## src/lmsf_defines.vh

```
`ifndef LMSF_DEFINES_VH
`define LMSF_DEFINES_VH
// register word indices (printed offsets are not all multiples of four: byte address is index times four)
`define LMSF_IDX_CUR_LIMIT   8'h03
`define LMSF_IDX_MODE        8'h04
`define LMSF_IDX_FRAME_CTL   8'h1B
`define LMSF_IDX_DETECT      8'h1C
`define LMSF_IDX_STATUS_LO   8'h2D
`define LMSF_IDX_STATUS_HI   8'h74
`define LMSF_IDX_SCROLL      8'h75
`define LMSF_IDX_DISCH_CFG   8'h7E
// mode register fields
`define LMSF_MODE_SCROLL_BIT 1
`define LMSF_MODE_GHOST_BIT  2
// scroll register fields
`define LMSF_SCR_LEFT_BIT    0
`define LMSF_SCR_UP_BIT      1
`define LMSF_SCR_STOP_LSB    2
`define LMSF_SCR_STOP_MSB    6
// status byte fields (one byte per two leds)
`define LMSF_ST_SEL_BIT      0
`define LMSF_ST_OPEN_BIT     1
`define LMSF_ST_SHORT_BIT    2
// timing counts in clocks, then matrix size, status byte count and unmapped read data
`define LMSF_DEAD_CLKS       4
`define LMSF_DISCH_CLKS      2
`define LMSF_DISCH_START     1
`define LMSF_DRIVE_CLKS      16'h0020
`define LMSF_STEP_CLKS       16'h0008
`define LMSF_ROWS            12
`define LMSF_COLS            13
`define LMSF_LEDS            72
`define LMSF_UNMAPPED_DATA   32'h0000_0000
`endif

```

## src/lmsf_status_mem.v

```verilog
`timescale 1ns/1ps
// status bytes, one shared by each two leds, registered read port
module lmsf_status_mem #(
   parameter DEPTH = 72,
   parameter AW    = 7
) (
   input  wire         clk,
   input  wire         we,
   input  wire [AW-1:0] waddr,
   input  wire [7:0]   wdata,
   input  wire [AW-1:0] raddr,
   output reg  [7:0]   rdata
);
   reg [7:0] mem [0:DEPTH-1];

   // synchronous write and registered read
   always @(posedge clk) begin
      if (we) begin
         mem[waddr] <= wdata;
      end
      rdata <= mem[raddr];
   end
endmodule // lmsf_status_mem

```

## src/lmsf_matrix_ctrl.v

```verilog
`timescale 1ns/1ps
`include "lmsf_defines.vh"
module lmsf_matrix_ctrl #(
   parameter ROWS = `LMSF_ROWS,
   parameter COLS = `LMSF_COLS
) (
   input  wire        clk,
   input  wire        arst_n,
   input  wire [9:0]  avs_address,
   input  wire        avs_read,
   input  wire        avs_write,
   input  wire [31:0] avs_writedata,
   output reg  [31:0] avs_readdata,
   output reg         avs_waitrequest,
   input  wire        cmp_open_raw,
   input  wire        cmp_short_raw,
   input  wire        frame_done,
   output reg  [11:0] row_drive_phase,
   output reg  [12:0] column_scan_drive,
   output reg         ghost_discharge,
   output reg         z_half_supply,
   output reg  [4:0]  row_hold,
   output reg         scroll_left,
   output reg         scroll_up,
   output reg         bulk_update,
   output reg         int_n_oe,
   output reg         int_n_out,
   output reg         detect_busy,
   output reg  [4:0]  led_current_limit
);
   localparam ST_IDLE  = 4'b0001;
   localparam ST_DRIVE = 4'b0010;
   localparam ST_DEAD  = 4'b0100;
   localparam ST_DONE  = 4'b1000;

   // register state
   reg [7:0]  mode_reg;
   reg        detect_en;
   reg        int_mask;
   reg        int_flag;
   reg [6:0]  scroll_shadow;
   reg [2:0]  bus_stage;
   // detection engine
   reg [3:0]  state;
   reg [3:0]  row_idx;
   reg [3:0]  col_idx;
   reg [15:0] tmr;
   reg [2:0]  dead_cnt;
   reg        ghost_en;
   // synchronisers for comparator pins and frame marker
   reg [2:0]  sync1;
   reg [2:0]  sync2;
   reg        frame_q;
   // memory ports
   reg        mem_we;
   reg [6:0]  mem_waddr;
   reg [7:0]  mem_wdata;
   reg [6:0]  mem_raddr;
   wire [7:0] mem_rdata;
   reg [7:0]  sel_byte;

   // led index of row r, column c; own column skipped, two leds share a status byte
   function [6:0] led_index;
      input [3:0] r;
      input [3:0] c;
      reg   [3:0] cc;
      reg   [7:0] t;
      begin
         cc = (c > r) ? c - 4'h1 : c;
         t = {4'h0, r} * 8'h06 + {4'h0, cc} / 8'h02;
         led_index = t[6:0];
      end
   endfunction

   // word index decode of the avalon address
   function [7:0] reg_index;
      input [9:0] a;
      begin
         reg_index = a[9:2];
      end
   endfunction

   lmsf_status_mem #(
      .DEPTH (`LMSF_LEDS),
      .AW    (7)
   ) u_mem (
      .clk   (clk),
      .we    (mem_we),
      .waddr (mem_waddr),
      .wdata (mem_wdata),
      .raddr (mem_raddr),
      .rdata (mem_rdata)
   );

   // two-flop sync of asynchronous comparator outputs and panel frame marker
   always @(posedge clk or negedge arst_n) begin
      if (!arst_n) begin
         sync1 <= 3'h0;
         sync2 <= 3'h0;
         frame_q <= 1'b0;
      end else begin
         sync1 <= {frame_done, cmp_short_raw, cmp_open_raw};
         sync2 <= sync1;
         frame_q <= sync2[2];
      end
   end

   wire frame_edge = sync2[2] & ~frame_q;
   wire scroll_on  = mode_reg[`LMSF_MODE_SCROLL_BIT];
   wire [7:0] widx = reg_index(avs_address);
   wire bus_req    = (avs_read | avs_write) & ~(|bus_stage);
   wire bus_wr     = bus_stage[2] & avs_write;
   wire st_hit     = (widx >= `LMSF_IDX_STATUS_LO) && (widx <= `LMSF_IDX_STATUS_HI);
   wire [7:0] st_off  = widx - `LMSF_IDX_STATUS_LO;
   wire [6:0] st_addr = st_off[6:0];

   // avalon slave: stage 0 takes, stage 1 lets memory read settle, stage 2 answers; writes land on the answer edge
   always @(posedge clk or negedge arst_n) begin
      if (!arst_n) begin
         bus_stage       <= 3'h0;
         avs_waitrequest <= 1'b1;
         avs_readdata    <= 32'h0000_0000;
         mode_reg        <= 8'h00;
         detect_en       <= 1'b0;
         int_mask        <= 1'b1;
         led_current_limit <= 5'h00;
         scroll_shadow   <= 7'h00;
         mem_raddr       <= 7'h00;
      end else begin
         bus_stage <= {bus_stage[1:0], bus_req};
         avs_waitrequest <= ~bus_stage[1];
         if (bus_req) begin
            mem_raddr <= st_addr;
         end
         if (bus_wr) begin
            case (widx)
               `LMSF_IDX_CUR_LIMIT: led_current_limit <= avs_writedata[4:0];
               `LMSF_IDX_MODE:      mode_reg <= avs_writedata[7:0];
               `LMSF_IDX_FRAME_CTL: int_mask <= avs_writedata[0];
               `LMSF_IDX_DETECT:    detect_en <= avs_writedata[0];
               `LMSF_IDX_SCROLL:    scroll_shadow <= avs_writedata[6:0];
               default: ;
            endcase
         end else if (state == ST_DONE) begin
            detect_en <= 1'b0;
         end
         if (bus_stage[1] && avs_read) begin
            case (widx)
               `LMSF_IDX_CUR_LIMIT: avs_readdata <= {27'h0, led_current_limit};
               `LMSF_IDX_MODE:      avs_readdata <= {24'h0, mode_reg};
               `LMSF_IDX_FRAME_CTL: avs_readdata <= {30'h0, int_flag, int_mask};
               `LMSF_IDX_DETECT:    avs_readdata <= {30'h0, detect_busy, detect_en};
               `LMSF_IDX_SCROLL:    avs_readdata <= {25'h0, scroll_shadow};
               default: avs_readdata <= st_hit ? {24'h0, sel_byte} : `LMSF_UNMAPPED_DATA;
            endcase
         end
      end
   end

   // status byte seen by a bus read; write-select bits go into memory directly
   always @* begin
      sel_byte = mem_rdata;
   end

   // scroll controls apply from shadow only at frame end or when not scrolling
   always @(posedge clk or negedge arst_n) begin
      if (!arst_n) begin
         row_hold    <= 5'h00;
         scroll_left <= 1'b0;
         scroll_up   <= 1'b0;
         bulk_update <= 1'b0;
         int_flag    <= 1'b0;
      end else begin
         bulk_update <= 1'b0;
         if (!scroll_on || frame_edge) begin
            scroll_left <= scroll_shadow[`LMSF_SCR_LEFT_BIT];
            scroll_up   <= scroll_shadow[`LMSF_SCR_UP_BIT] & ~scroll_shadow[`LMSF_SCR_LEFT_BIT];
            if (scroll_shadow[`LMSF_SCR_LEFT_BIT]) begin
               row_hold <= scroll_shadow[`LMSF_SCR_STOP_MSB:`LMSF_SCR_STOP_LSB];
            end else begin
               row_hold <= 5'h00;
            end
         end
         if (scroll_on && frame_edge) begin
            bulk_update <= 1'b1;
         end
         // set wins over a clear by the frame register write
         if (scroll_on && frame_edge) begin
            int_flag <= 1'b1;
         end else if (bus_wr && widx == `LMSF_IDX_FRAME_CTL && avs_writedata[1]) begin
            int_flag <= 1'b0;
         end
      end
   end

   // open-drain interrupt: low when flagged and unmasked
   always @(posedge clk or negedge arst_n) begin
      if (!arst_n) begin
         int_n_oe  <= 1'b0;
         int_n_out <= 1'b0;
      end else begin
         int_n_oe  <= int_flag & ~int_mask;
         int_n_out <= 1'b0;
      end
   end

   // detection scan: drive, dead time, next column or row
   always @(posedge clk or negedge arst_n) begin
      if (!arst_n) begin
         state <= ST_IDLE;
         row_idx <= 4'h0;
         col_idx <= 4'h0;
         tmr <= 16'h0000;
         dead_cnt <= 3'h0;
         row_drive_phase <= 12'h000;
         column_scan_drive <= 13'h0000;
         detect_busy <= 1'b0;
         mem_we <= 1'b0;
         mem_waddr <= 7'h00;
         mem_wdata <= 8'h00;
         ghost_en <= 1'b0;
      end else begin
         mem_we <= 1'b0;
         ghost_en <= mode_reg[`LMSF_MODE_GHOST_BIT];
         if (bus_wr && st_hit) begin
            mem_we <= 1'b1;
            mem_waddr <= st_addr;
            mem_wdata <= {7'h00, avs_writedata[`LMSF_ST_SEL_BIT]};
         end
         case (state)
            ST_IDLE: begin
               if (detect_en && !detect_busy) begin
                  state <= ST_DRIVE;
                  detect_busy <= 1'b1;
                  row_idx <= 4'h0;
                  col_idx <= 4'h1;
                  tmr <= 16'h0000;
               end
            end
            ST_DRIVE: begin
               row_drive_phase <= 12'h001 << row_idx;
               column_scan_drive <= 13'h0001 << col_idx;
               tmr <= tmr + 16'h0001;
               if (tmr == `LMSF_DRIVE_CLKS) begin
                  // sample comparators; results kept until next run
                  mem_we <= 1'b1;
                  mem_waddr <= led_index(row_idx, col_idx);
                  mem_wdata <= {5'h00, sync2[1], sync2[0], 1'b1};
                  state <= ST_DEAD;
                  dead_cnt <= 3'h0;
                  tmr <= 16'h0000;
               end
            end
            ST_DEAD: begin
               row_drive_phase <= 12'h000;
               column_scan_drive <= 13'h0000;
               dead_cnt <= dead_cnt + 3'h1;
               if (dead_cnt == `LMSF_DEAD_CLKS - 1) begin
                  state <= ST_DRIVE;
                  if (col_idx == COLS - 1 || (col_idx == COLS - 2 && row_idx + 4'h1 == COLS - 1)) begin
                     if (row_idx == ROWS - 1) begin
                        state <= ST_DONE;
                     end else begin
                        row_idx <= row_idx + 4'h1;
                        col_idx <= (row_idx == 4'h0) ? 4'h0 : 4'h0;
                     end
                  end else if (col_idx + 4'h1 == row_idx) begin
                     col_idx <= col_idx + 4'h2;
                  end else begin
                     col_idx <= col_idx + 4'h1;
                  end
               end
            end
            ST_DONE: begin
               detect_busy <= 1'b0;
               state <= ST_IDLE;
            end
            default: state <= ST_IDLE;
         endcase
      end
   end

   // ghost discharge inside dead interval, outputs to half supply
   always @(posedge clk or negedge arst_n) begin
      if (!arst_n) begin
         ghost_discharge <= 1'b0;
         z_half_supply   <= 1'b0;
      end else begin
         if (ghost_en && state == ST_DEAD && dead_cnt >= `LMSF_DISCH_START - 1 &&
             dead_cnt < `LMSF_DISCH_START - 1 + `LMSF_DISCH_CLKS) begin
            ghost_discharge <= 1'b1;
            z_half_supply   <= 1'b1;
         end else begin
            ghost_discharge <= 1'b0;
            z_half_supply   <= 1'b0;
         end
      end
   end
endmodule // lmsf_matrix_ctrl

```

## config.mk

```make
export PLATFORM = sky130hd
export DESIGN_NAME = lmsf_matrix_ctrl
export DESIGN_NICKNAME = d
export VERILOG_FILES = /design/src/lmsf_status_mem.v /design/src/lmsf_matrix_ctrl.v
export VERILOG_INCLUDE_DIRS = /design/src
export SDC_FILE = /design/constraint.sdc
export NUM_CORES = 1
export LEC_CHECK = 0
export ABC_CLOCK_PERIOD_IN_PS = 2900
export CAP_MARGIN = 20
export CORE_MARGIN = 2
export CORE_UTILIZATION = 57
export CTS_CLUSTER_SIZE = 24
export DETAILED_ROUTE_END_ITERATION = 6
export DONT_BUFFER_PORTS = 1
export PLACE_DENSITY = 0.76
export SETUP_SLACK_MARGIN = 0.1
export SKIP_CTS_REPAIR_TIMING = 1
export SLEW_MARGIN = 20
export SYNTH_ARGS = -nofsm -noshare
export SYNTH_HDL_FRONTEND = slang
export SYNTH_SLANG_ARGS = --single-unit
```

## constraint.sdc

```tcl
create_clock -name clk -period 2.9 [get_ports clk]
set_clock_uncertainty 0.2 [all_clocks]
set_input_delay 0.435 -clock clk [delete_from_list [all_inputs] [get_ports clk]]
set_output_delay 0.435 -clock clk [all_outputs]
set_load 0.02 [all_outputs]
```

==> flow_metrics.env, run 1 <==
export IMPL_outcome="complete, but fails checks"
export IMPL_failed_checks="negative hold slack, negative setup slack"
export IMPL_drt_pass1_iter_count=6
export IMPL_gp_congestion=0.874
export IMPL_yosysWarningCount=0
export IMPL_switchingPower_mw=8.63
export IMPL_cp_endpoint="mem_waddr[6]"
export IMPL_p_per_area_nw_per_um2=851
export IMPL_core_area_um2=51100
export IMPL_fmax_mhz=323
export IMPL_insertion_delay_ps=620
export IMPL_start_util_pct=57.5
export IMPL_crit_fanout=3
export IMPL_ant_nets=0
export IMPL_ys_flop_type="edfxtp_1"
export IMPL_cp_arrival_ps=3380
export IMPL_overflow=0
export IMPL_cts_tree="done"
export IMPL_rr_worst_depth=15
export IMPL_root_buffer="clkbuf_16"
export IMPL_worstReg2RegEnd="mem_waddr[6]"
export IMPL_h_tree_depth=3
export IMPL_holdWs_ps=-678
export IMPL_routed_wl_mm=69.0
export IMPL_fin_util_pct=66.2
export IMPL_numCtsBuffers=71
export IMPL_path_class="reg2reg"
export IMPL_avgSynthCellArea_um2=17.3
export IMPL_worstPathRequired_ps=3190
export IMPL_clk_pin_slew_ps=60
export IMPL_port_buffers=0
export IMPL_ys_seq_elements=717
export IMPL_p_seq_share_pct=44.2
export IMPL_num_antenna_cells=0
export IMPL_area_delta_synth_final_pct=15.1
export IMPL_dieHeight_um=231
export IMPL_drt_initial_drc_count=1981
export IMPL_grt_pass1_vias=16600
export IMPL_setup_ws_ps=-194
export IMPL_p_sw_share_pct=30.0
export IMPL_synth_cell_types=71
export IMPL_setup_viol_count_final=2
export IMPL_num_vias=16600
export IMPL_slew_headroom_pct=36.9
export IMPL_cp_end_kind="register"
export IMPL_die_x_um=231
export IMPL_synth_area_um2=29400
export IMPL_hold_path_class="in2async"
export IMPL_p_int_mw=20.1
export IMPL_regMostFlops="u_mem.mem"
export IMPL_clock_sinks=717
export IMPL_maxSlewViolCount=0
export IMPL_r2r_slack_ps=-190
export IMPL_layout_cells_non_filler=2616
export IMPL_leakage_nw=11.9
export IMPL_grtUsageTotal_pct=25.7
export IMPL_r2r_start="row_idx[1]"
export IMPL_vias_per_cell=6.34
export IMPL_numPlacedInstances=2457
export IMPL_hold_violations=134
export IMPL_fin_setup_tns_ps=-235
export IMPL_finalCritPeriodShare_pct=107
export IMPL_synth_area_leaders="edfxtp_1 (59%), dfrtp_1 (11%), mux4_2 (11%)"
export IMPL_tightest_slew_ps=946
export IMPL_startpoint="row_idx[1]"
export IMPL_wl_per_cell_um=26.4
export IMPL_p_clk_share_pct=31.1
export IMPL_grt_max_degree=134
export IMPL_largest_reg_flops=576
export IMPL_drive_above_1_share_pct=25.1
export IMPL_drc=0
export IMPL_grt_pass1_wl_mm=102
export IMPL_synth_edff_count=576
export IMPL_dieArea_um2=53300
export IMPL_yosysSeqAreaShare_pct=70.8
export IMPL_place_ws_ps=-125
export IMPL_yosysTopAreaCell="edfxtp_1"
export IMPL_synthCells=1700
export IMPL_antenna_found_initial=0
export IMPL_cap_viol_max_count=0
export IMPL_synth_top_cell_area_share_pct=58.9
export IMPL_reg_top3="u_mem.mem x576, tmr x16, column_scan_drive x13"
export IMPL_rsz0062_at_grt="yes"
export IMPL_async_reset_ff_share_pct=18.5
export IMPL_p_comb_share_pct=24.7
export IMPL_ioPinCount=125
export IMPL_fin_nets=1965
export IMPL_ir_drop_mv=0.536
export IMPL_dp_hpwl_mm=41.9
export IMPL_period_minus_slack_ps=3090
export IMPL_clock_path_buffers=3
export IMPL_startpoint_type="register"
export IMPL_row_count=83
[worst min-delay path by stage]
stage / start / to / cells past startpoint
after floorplan: arst_n / avs_readdata[0] / 0
after global placement: arst_n / led_current_limit[3] / 0
after detailed placement: arst_n / led_current_limit[3] / 0
final: arst_n / led_current_limit[3] / 0
after CTS: arst_n / mem_raddr[0] / 0
after global routing: arst_n / scroll_shadow[5] / 0
[cells by family (layout without fill, tap and decap cells)]
| group | after synthesis | in the layout | synth area share (%) |
|---|---|---|---|
| xor gates and xnor gates | 18 | 18 | 0.537 |
| DFF | 717 | 717 | 70.8 |
| other | 1 | 25 | 0.0128 |
| muxes | 221 | 221 | 14.2 |
| and+or+nand+nor | 390 | 390 | 6.10 |
| buffers and inverters | 121 | 333 | 2.21 |
| adders and majority gates | 37 | 37 | 1.63 |
| AOI/OAI and AO/OA | 195 | 195 | 4.55 |
[stage by stage]
step                power (mW)  cell area [um2]  hold WS [ps]
global route              29.7            33800          -697
CTS                       28.6            33400          -717
floorplan                 17.2            29500         -60.6
detailed placement        19.6            31100         -57.8
finish                    28.8            33800          -678
global placement          19.4            31100         -57.9
[worst max-delay path, stage by stage (launching register included)]
cell and delay [ps]:
dfrtp_2 410, inv_2 80, ha_4 190, nor2b_1 120, o21a_1 160, o21a_1 180, o21a_1 210, nand3_2 120
xnor2_2 80, ha_1 290, a21o_1 200, nand3_2 90, mux2_4 310, o22ai_2 130, a21oi_2 60, a2bb2oi_2 130
[synthesized netlist by cell type (all sizes together) (4+ instances only)]
master and instances:
a31oi 5, a22oi 15, o211ai 10, nand3b 8, nand3 45, a32o 10
nor3 13, a221o 5, o21ai 54, a22o 4, nor4 7, o22ai 7
nand2 135, o31ai 10, a211oi 5, xnor2 12, o21a 4, and3 5
nand4 8, ha 35, buf 67, o21bai 4, nor4b 6, nor2b 16
a21o 4, dfrtp 130, nor2 118, edfxtp 576, mux2 41, and2 9
inv 20, xor2 6, a221oi 9, mux2i 31, a21oi 29, dfxtp 8
mux4 149, clkbuf 33, nand2b 9
[power by group through the flow]
stage	clock network (mW)	registers, mW	logic [mW]
2_1_floorplan	0	12.6	4.65
3_3_place_gp	0	12.8	6.59
3_5_place_dp	0	12.9	6.73
4_1_cts	9.08	12.7	6.82
5_1_grt	9.44	12.8	7.52
6_report	8.95	12.7	7.10
[layout make-up]
type | instances | area [um2]
Timing Repair Buffer | 182 | 1640
Inverter | 21 | 80.1
Fill cell | 3254 | 17300
Multi-Input combinational cell | 886 | 8160
Clock inverter | 38 | 364
Sequential cell | 717 | 20800
Tap cell | 680 | 851
Clock buffer | 92 | 1900
[layout by cell type (no fill, tap or decap), types with 10 or more instances in the layout]
cell,synthesis,routed
clkinv_1,1,14
mux2i_1,31,30
nor2_1,118,118
o31ai_1,10,10
o211ai_1,10,10
clkbuf_16,0,75
nand2_1,135,134
a32o_1,10,10
clkinv_2,0,12
nor2b_1,16,16
dlygate4sd3_1,0,20
buf_4,32,145
a22oi_1,15,15
edfxtp_1,576,576
mux2_2,41,40
buf_12,2,11
dfrtp_2,0,10
mux4_2,140,140
o21ai_0,54,51
a21oi_1,29,28
inv_1,19,18
nand3_1,44,42
dfrtp_1,130,117
clkbuf_1,33,19
ha_1,35,32
nor3_1,13,12
xnor2_1,12,10
conb_1,1,25
[layer usage]
layer  global-route usage [%]  share of wire, %  vias up
li1                         -                 -     7008
met1                     34.8                38     8524
met2                     40.8                49      911
met3                     6.71                10      137
met4                     9.38               3.0        0
met5                        0                 0        -
(Power assumes the default switching activity.)
==> inputs of run 2 (changes only) <==
Settings changed: SYNTH_HIERARCHICAL set to 1.
==> flow_metrics.env, run 2 <==
export IMPL_crit_fanout=2
export IMPL_async_reset_ff_share_pct=18.5
export IMPL_startpoint_type="register"
export IMPL_leakage_nw=12.2
export IMPL_row_count=83
export IMPL_synth_top_cell_area_share_pct=58.8
export IMPL_grt_pass1_vias=16300
export IMPL_numCtsBuffers=72
export IMPL_grt_pass1_wl_mm=102
export IMPL_cpPeakStageDelay_ps=410
export IMPL_slew_headroom_pct=36.2
export IMPL_synthCells=1697
export IMPL_power_total_mw=29.2
export IMPL_path_depth=13
export IMPL_use_met1_pct=36.1
export IMPL_ys_seq_elements=717
export IMPL_ioPinCount=125
export IMPL_place_ws_ps=32.1
export IMPL_p_clk_share_pct=33.2
export IMPL_worstPathRequired_ps=3230
export IMPL_regMostFlops="u_mem/mem"
export IMPL_holdWs_ps=-683
export IMPL_r2r_start="col_idx[1]"
export IMPL_synth_area_um2=29400
export IMPL_setup_viol_count_final=0
export IMPL_crit_chain="ha_4, nor2b_4, o21ai_2, a21oi_2, nand2_1, xnor2_1, ha_2, inv_1, fa_2, nand3b_1, xnor2_1, nor2_1, a31oi_1"
export IMPL_yosys_top_cells_count="edfxtp_1 (576), mux4_2 (150), nand2_1 (135)"
export IMPL_clock_path_buffers=3
export IMPL_grt_max_degree=134
export IMPL_setup_ws_ps=69.7
export IMPL_p_int_mw=20.9
export IMPL_postLayoutCellArea_um2=33800
export IMPL_worstReg2RegEnd="mem_waddr[5]"
export IMPL_fmax_mhz=353
export IMPL_crit_family="adder cells"
export IMPL_num_vias=16500
export IMPL_synth_area_leaders="edfxtp_1 (59%), mux4_2 (11%), dfrtp_1 (11%)"
export IMPL_p_per_area_nw_per_um2=865
export IMPL_crit_top_cell="xnor2_1"
export IMPL_p_seq_share_pct=42.9
export IMPL_ys_flop_type="edfxtp_1"
export IMPL_reg_top3="u_mem/mem x576, tmr x16, column_scan_drive x13"
export IMPL_overflow=0
export IMPL_largest_reg_flops=576
export IMPL_area_delta_synth_final_pct=14.9
export IMPL_vias_per_cell=6.34
export IMPL_grt_busiest_layer="met2"
export IMPL_rr_worst_depth=13
export IMPL_cts_tree="done"
export IMPL_yosysWarningCount=6
export IMPL_drt_initial_drc_count=2374
export IMPL_synth_cell_types=66
export IMPL_mostFrequentLayoutCell="edfxtp_1"
export IMPL_wl_per_cell_um=26.0
export IMPL_cp_arrival_ps=3160
export IMPL_gp_congestion=0.910
export IMPL_rsz0062_at_grt="yes"
export IMPL_clk_pin_slew_ps=70
export IMPL_critPathBufInv=1
export IMPL_num_antenna_cells=0
export IMPL_hold_violations=133
export IMPL_dpl_cell_area_um2=31000
export IMPL_synth_edff_count=576
export IMPL_tightest_slew_ps=953
export IMPL_dp_hpwl_mm=42.4
export IMPL_core_area_um2=51200
export IMPL_yosysMostFrequentCell="edfxtp_1"
export IMPL_ant_nets=0
export IMPL_switchingPower_mw=8.36
export IMPL_routed_wl_mm=67.7
export IMPL_antenna_found_initial=0
export IMPL_grtUsageTotal_pct=25.7
export IMPL_drt_pass1_iter_count=6
export IMPL_failed_checks="negative hold slack"
export IMPL_die_x_um=231
export IMPL_root_buffer="clkbuf_16"
export IMPL_worst_path_max_delay_cell="dfrtp_1"
export IMPL_use_met2_pct=40.8
export IMPL_yosysSeqAreaShare_pct=70.7
export IMPL_cp_end_kind="register"
export IMPL_dieArea_um2=53400
export IMPL_cap_viol_max_count=0
export IMPL_drive_above_1_share_pct=25.6
export IMPL_final_cell_mix="edfxtp_1 (576), mux4_2 (150), buf_4 (147)"
export IMPL_ir_drop_mv=0.448
export IMPL_maxSlewViolCount=0
export IMPL_use_met3_pct=5.28
export IMPL_drc=0
export IMPL_finalCritPeriodShare_pct=97.6
export IMPL_hold_path_class="in2async"
export IMPL_dieHeight_um=231
export IMPL_start_util_pct=57.4
export IMPL_p_comb_share_pct=23.9
export IMPL_insertion_delay_ps=610
export IMPL_r2r_slack_ps=70
export IMPL_yosysTopAreaCell="edfxtp_1"
export IMPL_avgSynthCellArea_um2=17.3
export IMPL_outcome="complete, but fails checks"
export IMPL_p_sw_share_pct=28.6
export IMPL_port_buffers=0
export IMPL_path_class="reg2reg"
export IMPL_period_minus_slack_ps=2830
export IMPL_h_tree_depth=3
export IMPL_fin_nets=1950
export IMPL_clock_sinks=717
-- run 2: cell type report --
class | count | area, um2
Timing Repair Buffer | 176 | 1500
Clock buffer | 83 | 1890
Fill cell | 3241 | 17400
Clock inverter | 46 | 584
Sequential cell | 717 | 20800
Tap cell | 680 | 851
Inverter | 22 | 85.1
Multi-Input combinational cell | 875 | 8060
-- run 2: worst max path at each step --
stage | from | to | slack [ps]
floorplan | row_idx[1] | mem_waddr[5] | 110
global placement | row_idx[1] | mem_waddr[5] | 70
detailed placement | row_idx[1] | mem_waddr[5] | 30
CTS | row_idx[1] | mem_waddr[5] | 30
global route | col_idx[0] | mem_waddr[5] | -70
finish | col_idx[1] | mem_waddr[5] | 70
-- run 2: per-stage QoR --
stage               instances  setup TNS, ps  utilization [%]
detailed placement       2446              0             60.5
global placement         2446              0             60.5
finish                   2599              0             66.0
CTS                      2575              0             65.4
global route             2599          -66.5             66.0
floorplan                1721              0                -
-- run 2: power groups by stage --
stage | Combinational, mW | Sequential [mW] | Clock (mW)
after global placement | 6.55 | 12.7 | 0
after detailed placement | 6.68 | 12.8 | 0
after floorplan | 4.71 | 12.5 | 0
after global routing | 7.35 | 12.6 | 10.2
final | 6.98 | 12.5 | 9.71
after CTS | 6.74 | 12.6 | 9.84
-- run 2: logic make-up (layout without fill, tap and decap cells) --
family	Yosys count	count (layout)	share of synthesized area [%]
AND/OR/NAND/NOR	403	403	6.51
XOR/XNOR	19	19	0.591
flip-flops	717	717	70.7
multiplexers	221	221	14.2
adder cells (fa/ha/maj)	37	37	1.63
buffers and inverters	129	327	2.52
other	1	25	0.0128
AO/OA/AOI/OAI	170	170	3.88
-- run 2: per-layer routing --
layer,vias to the layer above,share of wire (%)
met5,-,0
met4,0,2.9
met3,133,10
met2,898,49
met1,8505,38
li1,6939,-
